## config.mk

```make
export PLATFORM = sky130hd
export DESIGN_NAME = sep_core
export DESIGN_NICKNAME = d
export VERILOG_FILES = /design/src/rtl/sep_pkg.sv /design/src/rtl/sep_core.sv /design/src/rtl/sep_fifo.sv
export SDC_FILE = /design/constraint.sdc
export NUM_CORES = 2
export LEC_CHECK = 0
export BUFFER_PORTS_ARGS = -buffer_cell sky130_fd_sc_hd__buf_2
export CAP_MARGIN = 10
export CORE_AREA = 2 2 576 578
export CTS_BUF_LIST = sky130_fd_sc_hd__clkbuf_2
export DETAILED_ROUTE_END_ITERATION = 8
export DIE_AREA = 0 0 578 580
export PLACE_DENSITY = 0.47
export SLEW_MARGIN = 20
export SYNTH_ARGS = -nofsm -noshare
export SYNTH_HDL_FRONTEND = slang
export SYNTH_HIERARCHICAL = 1
export SYNTH_SLANG_ARGS = --single-unit
```

## constraint.sdc

```tcl
create_clock -name clock -period 5.3 [get_ports clock]
set_input_delay 1.06 -clock clock [delete_from_list [all_inputs] [get_ports clock]]
set_output_delay 1.06 -clock clock [all_outputs]
set_load 0.005 [all_outputs]
```

## src/rtl/sep_pkg.sv

```systemverilog
// Package of constants for the serial memory command port
// Summary of operation
// - Memory holds 128 words of 16 bits, chosen by a seven-bit address.
// - Data input is sampled on each rising serial clock edge while selected.
// - Read data bits change on the rising serial clock edge.
// - Data output floats except while shifting read data or showing status.
// - After power-up the part is write-disabled without any command.
// - Writes are ignored while disabled; host must enable writes first.
// - Write-enabled state lasts until a write-disable command arrives.
// - Reads run whether writes are enabled or disabled.
// - An unconnected program enable pin reads high and permits programming commands.
// - A command is a start bit of one, two-bit opcode, then address.
// - A leading zero before the start bit is ignored.
// - Opcode 10 reads, 01 writes; address top bit ignored, low seven used.
// - Opcode 00 with address starting 11 enables writes.
// - Opcode 00 with address starting 00 disables writes.
// - Write carries 16 data bits; host drops select before the next clock edge.
// - Falling select after a write starts a self-timed erase and program cycle.
// - With select high after a write, output shows low while busy, high when ready.
// - Status shows only while select is high; output floats when select is low.
// - Status is driven until the start bit of the next command is sampled.
// - A read outputs one dummy zero bit, then 16 data bits.
// - Continued clocking reads the next word, wrapping from the top address to zero.
package sep_pkg;
	localparam int          SEP_WORDS       = 128;
	localparam int          SEP_DATA_W      = 16;
	localparam int          SEP_ADDR_W      = 7;
	localparam int          SEP_CMD_W       = 11;   // Start bit, two opcode bits, eight address bits
	localparam logic [1:0]  SEP_OP_READ     = 2'h1 << 1;
	localparam logic [1:0]  SEP_OP_WRITE    = 2'h1;
	localparam logic [1:0]  SEP_OP_SPECIAL  = 2'h0;
	localparam logic [1:0]  SEP_SUB_ENABLE  = 2'h3;
	localparam logic [1:0]  SEP_SUB_DISABLE = 2'h0;
	localparam int          SEP_CLK_HZ      = 40_000_000;
	localparam int          SEP_PROG_US     = 10;
	localparam int          SEP_PROG_CYC    = SEP_PROG_US * (SEP_CLK_HZ / 1_000_000);
	localparam int          SEP_FIFO_DEPTH  = 16;
	localparam logic [3:0]  SEP_CNT_ZERO    = 4'h0;
	localparam logic [3:0]  SEP_CNT_LAST    = 4'hF;

	typedef enum logic [2:0] {
		SEP_IDLE  = 3'h0,
		SEP_CMD   = 3'h1,
		SEP_DUMMY = 3'h2,
		SEP_RDATA = 3'h3,
		SEP_WDATA = 3'h4,
		SEP_DONE  = 3'h5
	} sep_state_t;
endpackage

```

## src/rtl/sep_core.sv

```systemverilog
// Serial memory command port: decode, array, programming timer, data output
`timescale 1ns/100ps
module sep_core
	import sep_pkg::*;
#(
	parameter int PROG_CYCLES = SEP_PROG_CYC
) (
	input  wire logic clock,
	input  wire logic nrst,
	input  wire logic chipSelect,
	input  wire logic serialClock,
	input  wire logic serialIn,
	input  wire logic programEnablePin,
	output      logic serialOut,
	output      logic serialOutEnN,
	output      logic busy
);
	localparam int FW = SEP_ADDR_W + SEP_DATA_W;

	// Reset release through two flops
	logic rstMeta_reg, rstN_reg;
	always_ff @(posedge clock or negedge nrst) begin
		if (!nrst) begin
			rstMeta_reg <= 1'b0;
			rstN_reg    <= 1'b0;
		end else begin
			rstMeta_reg <= 1'b1;
			rstN_reg    <= rstMeta_reg;
		end
	end

	// Pin synchronisers; logic uses the second stage and the edge-detect copies taken from it
	logic [3:0] pinMeta_reg;
	logic [3:0] pinSync_reg;
	logic       skPrev_reg;
	logic       csPrev_reg;
	always_ff @(posedge clock or negedge rstN_reg) begin
		if (!rstN_reg) begin
			pinMeta_reg <= 4'h8;
			pinSync_reg <= 4'h8;
			skPrev_reg  <= 1'b0;
			csPrev_reg  <= 1'b0;
		end else begin
			pinMeta_reg <= {programEnablePin, chipSelect, serialClock, serialIn};
			pinSync_reg <= pinMeta_reg;
			skPrev_reg  <= pinSync_reg[1];
			csPrev_reg  <= pinSync_reg[2];
		end
	end

	wire diS   = pinSync_reg[0];
	wire skS   = pinSync_reg[1];
	wire csS   = pinSync_reg[2];
	wire peS   = pinSync_reg[3];   // Pulled up, so a floating pin reads high
	wire skRise = skS && !skPrev_reg && csS;
	wire csFall = csPrev_reg && !csS;

	// Command state
	sep_state_t             state_reg, state_next;
	logic [SEP_CMD_W-1:0]   shift_reg;
	logic [3:0]             bitCnt_reg;
	logic [SEP_ADDR_W-1:0]  addr_reg;
	logic [SEP_DATA_W-1:0]  data_reg;
	logic                   wrEnable_reg;
	logic                   dout_reg;
	logic                   driving_reg;
	logic                   pendWrite_reg;

	logic [SEP_DATA_W-1:0]  mem [SEP_WORDS];
	logic [SEP_DATA_W-1:0]  rdWord;

	// Shift register holds start bit, opcode and address once full
	wire [SEP_CMD_W-1:0] cmdNext   = {shift_reg[SEP_CMD_W-2:0], diS};
	wire                 cmdFull   = cmdNext[SEP_CMD_W-1];
	wire [1:0]           opcode    = cmdNext[SEP_CMD_W-2 -: 2];
	wire [1:0]           subCode   = cmdNext[SEP_ADDR_W:SEP_ADDR_W-1];
	wire [SEP_ADDR_W-1:0] cmdAddr  = cmdNext[SEP_ADDR_W-1:0];
	wire                 isRead    = opcode == SEP_OP_READ;
	wire                 isWrite   = opcode == SEP_OP_WRITE;
	wire                 isEnable  = opcode == SEP_OP_SPECIAL && subCode == SEP_SUB_ENABLE;
	wire                 isDisable = opcode == SEP_OP_SPECIAL && subCode == SEP_SUB_DISABLE;
	wire                 progOk    = peS;
	wire                 writeOk   = wrEnable_reg && progOk;
	wire [SEP_ADDR_W-1:0] addrInc  = addr_reg + 1'b1;
	wire                 lastBit   = bitCnt_reg == SEP_CNT_LAST;

	// FIFO carries finished write words to the programming engine
	logic             fifoInValid, fifoInReady, fifoOutValid, fifoOutReady;
	logic [FW-1:0]    fifoOutData;
	logic [31:0]      progCnt_reg;
	logic             progActive_reg;

	assign rdWord = mem[addr_reg];
	// Write is queued on the falling select after all 16 data bits
	assign fifoInValid  = pendWrite_reg && csFall;
	// Word leaves the queue only when its timed cycle ends, so the store still sees it
	assign fifoOutReady = progActive_reg && progCnt_reg == '0;
	assign busy         = progActive_reg || fifoOutValid;

	sep_fifo #(
		.WIDTH (FW),
		.DEPTH (SEP_FIFO_DEPTH)
	) uFifo (
		.clock    (clock),
		.rstN     (rstN_reg),
		.inValid  (fifoInValid),
		.inReady  (fifoInReady),
		.inData   ({addr_reg, data_reg}),
		.outValid (fifoOutValid),
		.outReady (fifoOutReady),
		.outData  (fifoOutData)
	);

	// Next command state; a new write is refused while the queue is full
	always_comb begin
		state_next = state_reg;
		unique case (state_reg)
			SEP_IDLE: begin
				if (skRise && diS) state_next = SEP_CMD;   // Leading zeros skipped
			end
			SEP_CMD: begin
				if (skRise && cmdFull) begin
					if (isRead) state_next = SEP_DUMMY;
					else if (isWrite && writeOk && fifoInReady) state_next = SEP_WDATA;
					else state_next = SEP_DONE;
				end
			end
			SEP_DUMMY: state_next = SEP_RDATA;   // Dummy bit stands from the last address rise
			SEP_RDATA: state_next = SEP_RDATA;
			SEP_WDATA: begin
				if (skRise && lastBit) state_next = SEP_DONE;
			end
			SEP_DONE: state_next = SEP_DONE;
			default: state_next = SEP_IDLE;
		endcase
		if (!csS) state_next = SEP_IDLE;
	end

	// Command decode and serial shifting
	always_ff @(posedge clock or negedge rstN_reg) begin
		if (!rstN_reg) begin
			state_reg     <= SEP_IDLE;
			shift_reg     <= '0;
			bitCnt_reg    <= SEP_CNT_ZERO;
			addr_reg      <= '0;
			data_reg      <= '0;
			wrEnable_reg  <= 1'b0;
			pendWrite_reg <= 1'b0;
		end else begin
			state_reg <= state_next;
			if (!csS) begin
				shift_reg <= '0;
				bitCnt_reg <= SEP_CNT_ZERO;
			end else if (skRise) begin
				unique case (state_reg)
					SEP_IDLE: begin
						shift_reg <= {{(SEP_CMD_W-1){1'b0}}, diS};
						pendWrite_reg <= 1'b0;
					end
					SEP_CMD: begin
						shift_reg <= cmdNext;
						if (cmdFull) begin
							addr_reg <= cmdAddr;
							if (isEnable && progOk) wrEnable_reg <= 1'b1;
							if (isDisable && progOk) wrEnable_reg <= 1'b0;
						end
					end
					SEP_DUMMY: bitCnt_reg <= SEP_CNT_ZERO;
					SEP_RDATA: begin
						bitCnt_reg <= bitCnt_reg + 1'b1;
						if (lastBit) addr_reg <= addrInc;
					end
					SEP_WDATA: begin
						data_reg   <= {data_reg[SEP_DATA_W-2:0], diS};
						bitCnt_reg <= bitCnt_reg + 1'b1;
						if (lastBit) pendWrite_reg <= 1'b1;
					end
					default: ;
				endcase
			end
			// A clock edge after the last data bit cancels the write
			if (state_reg == SEP_DONE && skRise) pendWrite_reg <= 1'b0;
			if (fifoInValid) pendWrite_reg <= 1'b0;
		end
	end

	// Self-timed programming: erase and write collapse into one word store
	always_ff @(posedge clock or negedge rstN_reg) begin
		if (!rstN_reg) begin
			progActive_reg <= 1'b0;
			progCnt_reg    <= '0;
		end else if (!progActive_reg && fifoOutValid) begin
			progActive_reg <= 1'b1;
			progCnt_reg    <= 32'(PROG_CYCLES - 1);
		end else if (progActive_reg) begin
			if (progCnt_reg == '0) progActive_reg <= 1'b0;
			else progCnt_reg <= progCnt_reg - 1'b1;
		end
	end

	// Word store at the end of the timed cycle; contents undefined at power-up
	always_ff @(posedge clock) begin
		if (progActive_reg && progCnt_reg == '0) begin
			mem[fifoOutData[FW-1 -: SEP_ADDR_W]] <= fifoOutData[SEP_DATA_W-1:0];
		end
	end

	// Status is shown from select high after a write until the next start bit
	logic statusShow_reg;
	always_ff @(posedge clock or negedge rstN_reg) begin
		if (!rstN_reg) begin
			statusShow_reg <= 1'b0;
		end else if (fifoInValid) begin
			statusShow_reg <= 1'b1;
		end else if (skRise && state_reg == SEP_IDLE && diS) begin
			statusShow_reg <= 1'b0;
		end
	end

	// Output pin: read data changes on the rising serial clock; status after a write shows low while busy; floats otherwise
	always_ff @(posedge clock or negedge rstN_reg) begin
		if (!rstN_reg) begin
			dout_reg    <= 1'b0;
			driving_reg <= 1'b0;
		end else if (!csS) begin
			driving_reg <= 1'b0;
			dout_reg    <= 1'b0;
		end else if (state_reg == SEP_DUMMY || state_reg == SEP_RDATA) begin
			driving_reg <= 1'b1;
			if (state_reg == SEP_DUMMY) dout_reg <= 1'b0;
			if (skRise && state_reg == SEP_RDATA) begin
				dout_reg <= rdWord[SEP_CNT_LAST - bitCnt_reg];
			end
		end else if (statusShow_reg && state_reg == SEP_IDLE) begin
			driving_reg <= 1'b1;
			dout_reg    <= !busy;
		end else begin
			driving_reg <= 1'b0;
			dout_reg    <= 1'b0;
		end
	end

	assign serialOut    = dout_reg;
	assign serialOutEnN = !driving_reg;
endmodule

```

## src/rtl/sep_fifo.sv

```systemverilog
// Parameterised valid/ready FIFO for write words awaiting programming
`timescale 1ns/100ps
module sep_fifo #(
	parameter int WIDTH = 23,
	parameter int DEPTH = 16
) (
	input  wire logic             clock,
	input  wire logic             rstN,
	input  wire logic             inValid,
	output      logic             inReady,
	input  wire logic [WIDTH-1:0] inData,
	output      logic             outValid,
	input  wire logic             outReady,
	output      logic [WIDTH-1:0] outData
);
	localparam int AW = $clog2(DEPTH);
	logic [WIDTH-1:0] mem [DEPTH];
	logic [AW-1:0]    wrPtr_reg;
	logic [AW-1:0]    rdPtr_reg;
	logic [AW:0]      count_reg;
	wire              doPush = inValid && inReady;
	wire              doPop  = outValid && outReady;

	// Full and empty come straight from the occupancy count
	assign inReady  = count_reg != (AW+1)'(DEPTH);
	assign outValid = count_reg != '0;
	assign outData  = mem[rdPtr_reg];

	// Storage carries no reset so it can map to RAM
	always_ff @(posedge clock) begin
		if (doPush) begin
			mem[wrPtr_reg] <= inData;
		end
	end

	// Pointers wrap naturally for power-of-two depths
	always_ff @(posedge clock or negedge rstN) begin
		if (!rstN) begin
			wrPtr_reg <= '0;
			rdPtr_reg <= '0;
			count_reg <= '0;
		end else begin
			if (doPush) wrPtr_reg <= wrPtr_reg + 1'b1;
			if (doPop) rdPtr_reg <= rdPtr_reg + 1'b1;
			count_reg <= count_reg + (AW+1)'(doPush) - (AW+1)'(doPop);
		end
	end
endmodule

```

=== After elaboration in Yosys (flattened, before gate mapping) ===
Memory sizes are Yosys's and may differ from the RTL's.
Index checks and enable logic that the tools add are counted.

* $add $sub $neg: 8
* Multipliers: 0
* Div/mod/pow operators: 0
* Order comparisons: 1
* Eq/ne operators: 21
* Shifts and indexed selects: 0
* Muxes and demuxes: 46
* Bitwise gates (word level): 0
* Reductions and logical operators: 52

{| class="wikitable"
|+ Operators by type and width
! kind !! count
|-
| 32-bit two-way mux || 3
|-
| 32-bit zero test || 1
|-
| 32-bit by 1-bit subtractor with 32-bit output, second input constant || 1
|-
| 1-bit two-way mux || 26
|-
| 1-bit logical AND || 23
|-
| 10-bit two-way mux || 2
|-
| 10-bit one-hot mux with 2 select lines || 1
|-
| 3-bit two-way mux || 5
|-
| 3-bit one-hot mux with 5 select lines || 1
|-
| 7-bit two-way mux || 2
|-
| 7-bit one-hot mux with 2 select lines || 1
|-
| 4-bit by 1-bit adder with 4-bit output, second input constant || 3
|-
| 5-bit AND reduction || 2
|-
| 3-bit != test, second input constant || 3
|-
| 4-bit two-way mux || 2
|-
| 4-bit by 3-bit != test with 1-bit output, second input constant || 2
|-
| 4-bit one-hot mux with 2 select lines || 1
|-
| 2-bit nonzero test || 4
|-
| 7-bit by 1-bit adder with 7-bit output, second input constant || 1
|-
| 3-bit by 2-bit equality test with 1-bit output, second input constant || 2
|-
| 3-bit equality test, second input constant || 2
|-
| 2-bit AND reduction || 3
|-
| 3-bit AND reduction || 2
|-
| 3-bit nonzero test || 2
|-
| 23 further kinds || 33
|}

* Bits in registers: 103
* Latch bits: 0
* Memory bits (writable): 2416
* Memory bits (read-only): 0
* Input port bits: 6
* Output and inout port bits: 3
* Memories kept: 2

{| class="wikitable"
|+ Memories
! memory !! depth !! width !! read ports !! clocked after memory_dff !! write ports !! line !! text
|-
| mem || 128 || 16 || 1 || 0 || 1 || sep_core.sv:69 || <nowiki>logic [SEP_DATA_W-1:0] mem [SEP_WORDS];</nowiki>
|-
| uFifo.mem || 16 || 23 || 1 || 0 || 1 || sep_fifo.sv:17 || <nowiki>logic [WIDTH-1:0] mem [DEPTH];</nowiki>
|}

=== Longest topological paths before layout ===
* Depth in word-level cells: 8
* Depth in mapped cells: 17

=== Hierarchy ===
The synthesis kept the hierarchy.

{| class="wikitable"
|+ By module, submodules not included
! module !! instances !! cells each !! area an instance (sq um)
|-
| sep_core || 1 || 4049 || 83511.3
|-
| sep_fifo || 1 || 750 || 14900.5
|}

=== Worst setup path before layout ===
Ideal clock, no wire load.

* Path type: reg2reg
* From: reg pinSync_reg[2]
* To: mem uFifo.mem[0][0], enable pin
* Arrival time: 3.404 ns
* Data required time: 4.839 ns
* Slack: 1.435 ns
* Stages on the path, launching flop included: 8
* Period minus slack after synthesis: 3.865 ns
* Cell sequence: dfrtp_1 > clkbuf_1 > clkbuf_1 > nor2_1 > and2_1 > buf_2 > inv_2 > nor4_1

* Longest elaborated chain between the ends: 6

{| class="wikitable"
|+ Ends and longest elaborated chain
! element !! line !! text
|-
| start, declared || sep_core.sv:34 || <nowiki>logic [3:0] pinSync_reg;</nowiki>
|-
| start signal, assigned || sep_core.sv:45 || <nowiki>pinSync_reg <= pinMeta_reg;</nowiki>
|-
| 1-bit zero test || - ||
|-
| 1-bit logical AND || sep_core.sv:56 || <nowiki>wire csFall = csPrev_reg && !csS;</nowiki>
|-
| 1-bit logical AND || sep_core.sv:95 || <nowiki>assign fifoInValid = pendWrite_reg && csFall;</nowiki>
|-
| via fifoInValid || sep_core.sv:88 || <nowiki>logic fifoInValid, fifoInReady, fifoOutValid, fifoOutReady;</nowiki>
|-
| 1-bit logical AND || sep_fifo.sv:21 || <nowiki>wire doPush = inValid && inReady;</nowiki>
|-
| 1-bit two-way mux || sep_fifo.sv:31 || <nowiki>if (doPush) begin</nowiki>
|-
| 1-bit two-way mux (implied by the code) || sep_fifo.sv:32 || <nowiki>mem[wrPtr_reg] <= inData;</nowiki>
|-
| end, declared || sep_fifo.sv:17 ||
|}

The timed path passes the listed nets, and every way through them passes these cells.

=== Worst setup path after layout ===
* From: reg uFifo.count_reg[2]
* To: out busy

* Longest elaborated chain between the ends: 2

{| class="wikitable"
|+ Ends and longest elaborated chain
! element !! line !! text
|-
| start, declared || sep_fifo.sv:20 || <nowiki>logic [AW:0] count_reg;</nowiki>
|-
| start signal, assigned || sep_fifo.sv:45 || <nowiki>count_reg <= count_reg + (AW+1)'(doPush) - (AW+1)'(doPop);</nowiki>
|-
| 5-bit nonzero test || sep_fifo.sv:26 || <nowiki>assign outValid = count_reg != '0;</nowiki>
|-
| via fifoOutValid || sep_core.sv:88 ||
|-
| 1-bit logical OR || sep_core.sv:98 || <nowiki>assign busy = progActive_reg || fifoOutValid;</nowiki>
|-
| end, declared || sep_core.sv:16 || <nowiki>output logic busy</nowiki>
|}

The timed path passes the listed nets, and every way through them passes these cells.

==> impl_metrics.toml <==
[setup_path]
critical_path_required_ns = 4.24
r2r_slack_ns = 0.69
startpoint = "uFifo/count_reg[2]$_DFF_PN0_"
critical_path.top_delay_family = "simple AND/OR/NAND/NOR gates"
slowest_stage = "nor2_2"
r2r_start = "addr_reg[0]$_DFFE_PN0P_"
cp.buffers_inverters = 3
worst_path_most_repeated_cell = "inv_1"
r2r-end = "serialOut$_DFFE_PN0P_"
crit_arrival_ns = 3.84
worstSetupStartpointType = "register"
end_kind = "output pin"
path_cells = "inv_1 -> ha_1 -> or4b_4 -> nor2_2 -> inv_1 -> buf_2"
cp_max_fo = 5
slowest_delay_ns = 0.52
path_class = "register to output pin"
reg2reg_depth = 11

[floorplan]
die_w_um = 578
core_sq_um = 329000
row_count = 211
initial_core_util_pct = 29.9
dieArea_sq_um = 335000
io_pins = 9
die_h_um = 580

[clocking]
post_cts_buffers = 0
cts_sinks = 2519
clock_path_buffers = 4
htree_levels = 6
path_clk_slew_ns = 0.09
cts_root_buf = "clkbuf_2"
insertion_delay_ns = 2.05
cts_tree = "yes"
cts_inserted_buffers = 666

[routing]
drt-initial-drc-count = 5649
dr.pass1.iters = 6
dr_total_vias = 53100
via_per_inst = 5.07
drc = 0
wl_mm = 302
avgRoutedWirePerCell_um = 28.8
antenna_left = 0

[finish]
regArea_sq_um = 75200
fillCellCount = 31500
nets = 5614
layout-drive-gt1-share_pct = 34.2
finalNonFillerCells = 10500
largest_register_ffs = 2048
multiInputGateArea_sq_um = 21700
area_growth_pct = 13.8

[sta]
final-max-slew-violation-count = 0
fin_worst_skew_ns = 0.154
setup_tns_ns = 0
final-setup-viol-count = 0
hold_viol_final = 0
fin_crit_sh_pct = 92.4
fin_crit_ns = 4.90
rsz0062_at_grt = "no"
slew_headroom_pct = 23.0
fmaxAchievable_ghz = 0.204
tightest_slew_ns = 1.15

[logic_synthesis]
yosysTopAreaCell = "edfxtp_1"
ys_types = 87
synth_area_leaders = "edfxtp_1 (74%), mux4_2 (11%), mux2i_1 (3.0%)"
synth_seq_area_share_pct = 76.3
postSynthAreaPerCell_sq_um = 20.5
async_flop_share_pct = 4.09
synthFlopType = "edfxtp_1"
syn_area_sq_um = 98400
yosys_warnings = 6
synth_nets = 4821
synth_edf_count = 2416
synth_top_cell_area_share_pct = 73.7
yosysMostFrequentCell = "edfxtp_1"
synthCells = 4799
ys_ff_latch = 2519
synthTopCellsByCount = "edfxtp_1 (2,416), mux4_2 (462), mux2i_1 (293), nor2_1 (221), nand2_1 (186)"

[placed_design]
io_buffers = 8
dp.cells = 9272
gp_congestion = 0.851
hpwl_mm = 181

[power]
power_leakage_nw = 34.7
p_per_area_nw_per_um2 = 313
vdd_drop_max_mv = 0.193

[grt]
grt_pass1_vias = 54200
grt_antenna_before_repair = 17
grt_use_met1_pct = 24.7
grtUsageMet2_pct = 27.5
track_usage_pct = 17.7
grt_overflow = 0
grt_pass1_wl_mm = 421
grt.busiest_layer = "met2"
grt.met3_usage_pct = 3.68
grt_max_degree = 129

[hold_path]
hold_path_end = "rstN_reg$_DFF_PN0_"
hold_path_startpoint = "rstMeta_reg$_DFF_PN0_"
min_path_cells = 0
hold_path.class = "register to register"

[flow_run]
cap_viol_max_count = 0

[status]
outcome = "completed"
-- cell type report --
type                    count  share of cell area [%]
diodes                      5                  0.0112
clock buffers             996                    4.45
multi-input cells        1987                    19.4
flip-flops and latches   2519                    67.1
repair buffers            388                    3.13
well taps                4366                    4.88
inverters                  30                   0.103
clock inverters           172                   0.935
-- worst register-to-register path, cell delays in order, from the launching register on --
cell       delay (ns)
dfrtp_4          0.94
buf_12           0.37
buf_4            0.44
mux4_2           0.59
a22o_1           0.22
a2111oi_0        0.77
buf_4            0.28
a211oi_1         0.10
a221o_1          0.41
o2111ai_1        0.11
o311ai_1         0.16
o311a_1          0.14
-- metal layers --
metal  up-vias  routed length (um)
li1      22000                   -
met1     28400              131000
met2      2231              140000
met3       472               22400
met4         8                8870
met5         -                  56
-- through the flow --
step,hold slack (ns),worst slack (ns),utilization (%),power (mW),instance area (sq um)
final,0.356,0.403,34.0,35.1,112000
after global routing,0.301,0.129,34.0,36.6,112000
after CTS,0.0998,0.0317,34.0,35.6,112000
after detailed placement,0.338,0.872,32.1,22.0,106000
after global placement,0.338,0.849,32.1,22.0,106000
after floorplan,0.331,1.43,-,21.9,98400
-- cells by family after synthesis --
| group | Yosys count | share of synthesized area (%) |
|---|---|---|
| flops | 2519 | 76.3 |
| mux | 804 | 14.5 |
| simple gates | 611 | 2.83 |
| compound gates | 522 | 3.84 |
| buf+inv | 293 | 2.01 |
| xor+xnor | 33 | 0.294 |
| fa+ha+maj | 16 | 0.211 |
| other cells | 1 | 0.00381 |
-- power breakdown --
group,internal [mW],switching (mW),total [mW]
registers,21.5,0.0185,21.5
clock network,5.38,8.22,13.6
logic,0.0154,0.0264,0.0418
total,26.9,8.27,35.1
-- worst max path at each step --
stage	endpoint	slack, ns	cells after the start
2_1_floorplan	uFifo/mem[0][0]$_DFFE_PP_	1.43	7
3_3_place_gp	serialOut$_DFFE_PN0P_	0.85	11
3_5_place_dp	serialOut$_DFFE_PN0P_	0.87	11
4_1_cts	busy	0.03	6
5_1_grt	busy	0.13	6
6_report	busy	0.40	6
-- cell usage in the layout (no fill, tap or decap), drive strengths merged, types with 26 or more instances in the layout --
cell,instances
a211oi,31
a21oi,63
a221oi,78
a22oi,79
buf,373
clkbuf,996
clkinv,134
dfrtp,101
edfxtp,2416
inv,55
mux2,26
mux2i,293
mux4,485
nand2,186
nand3,43
nor2,221
nor3,28
o21ai,76
o22ai,39
-- repair_timing --
item                                    CTS  global route
hold endpoints to repair                  6             0
hold buffers                             15             0
resized for setup                         1             0
endpoints found under the setup margin    1             0
No activity file was read; power rests on OpenSTA's default activity.
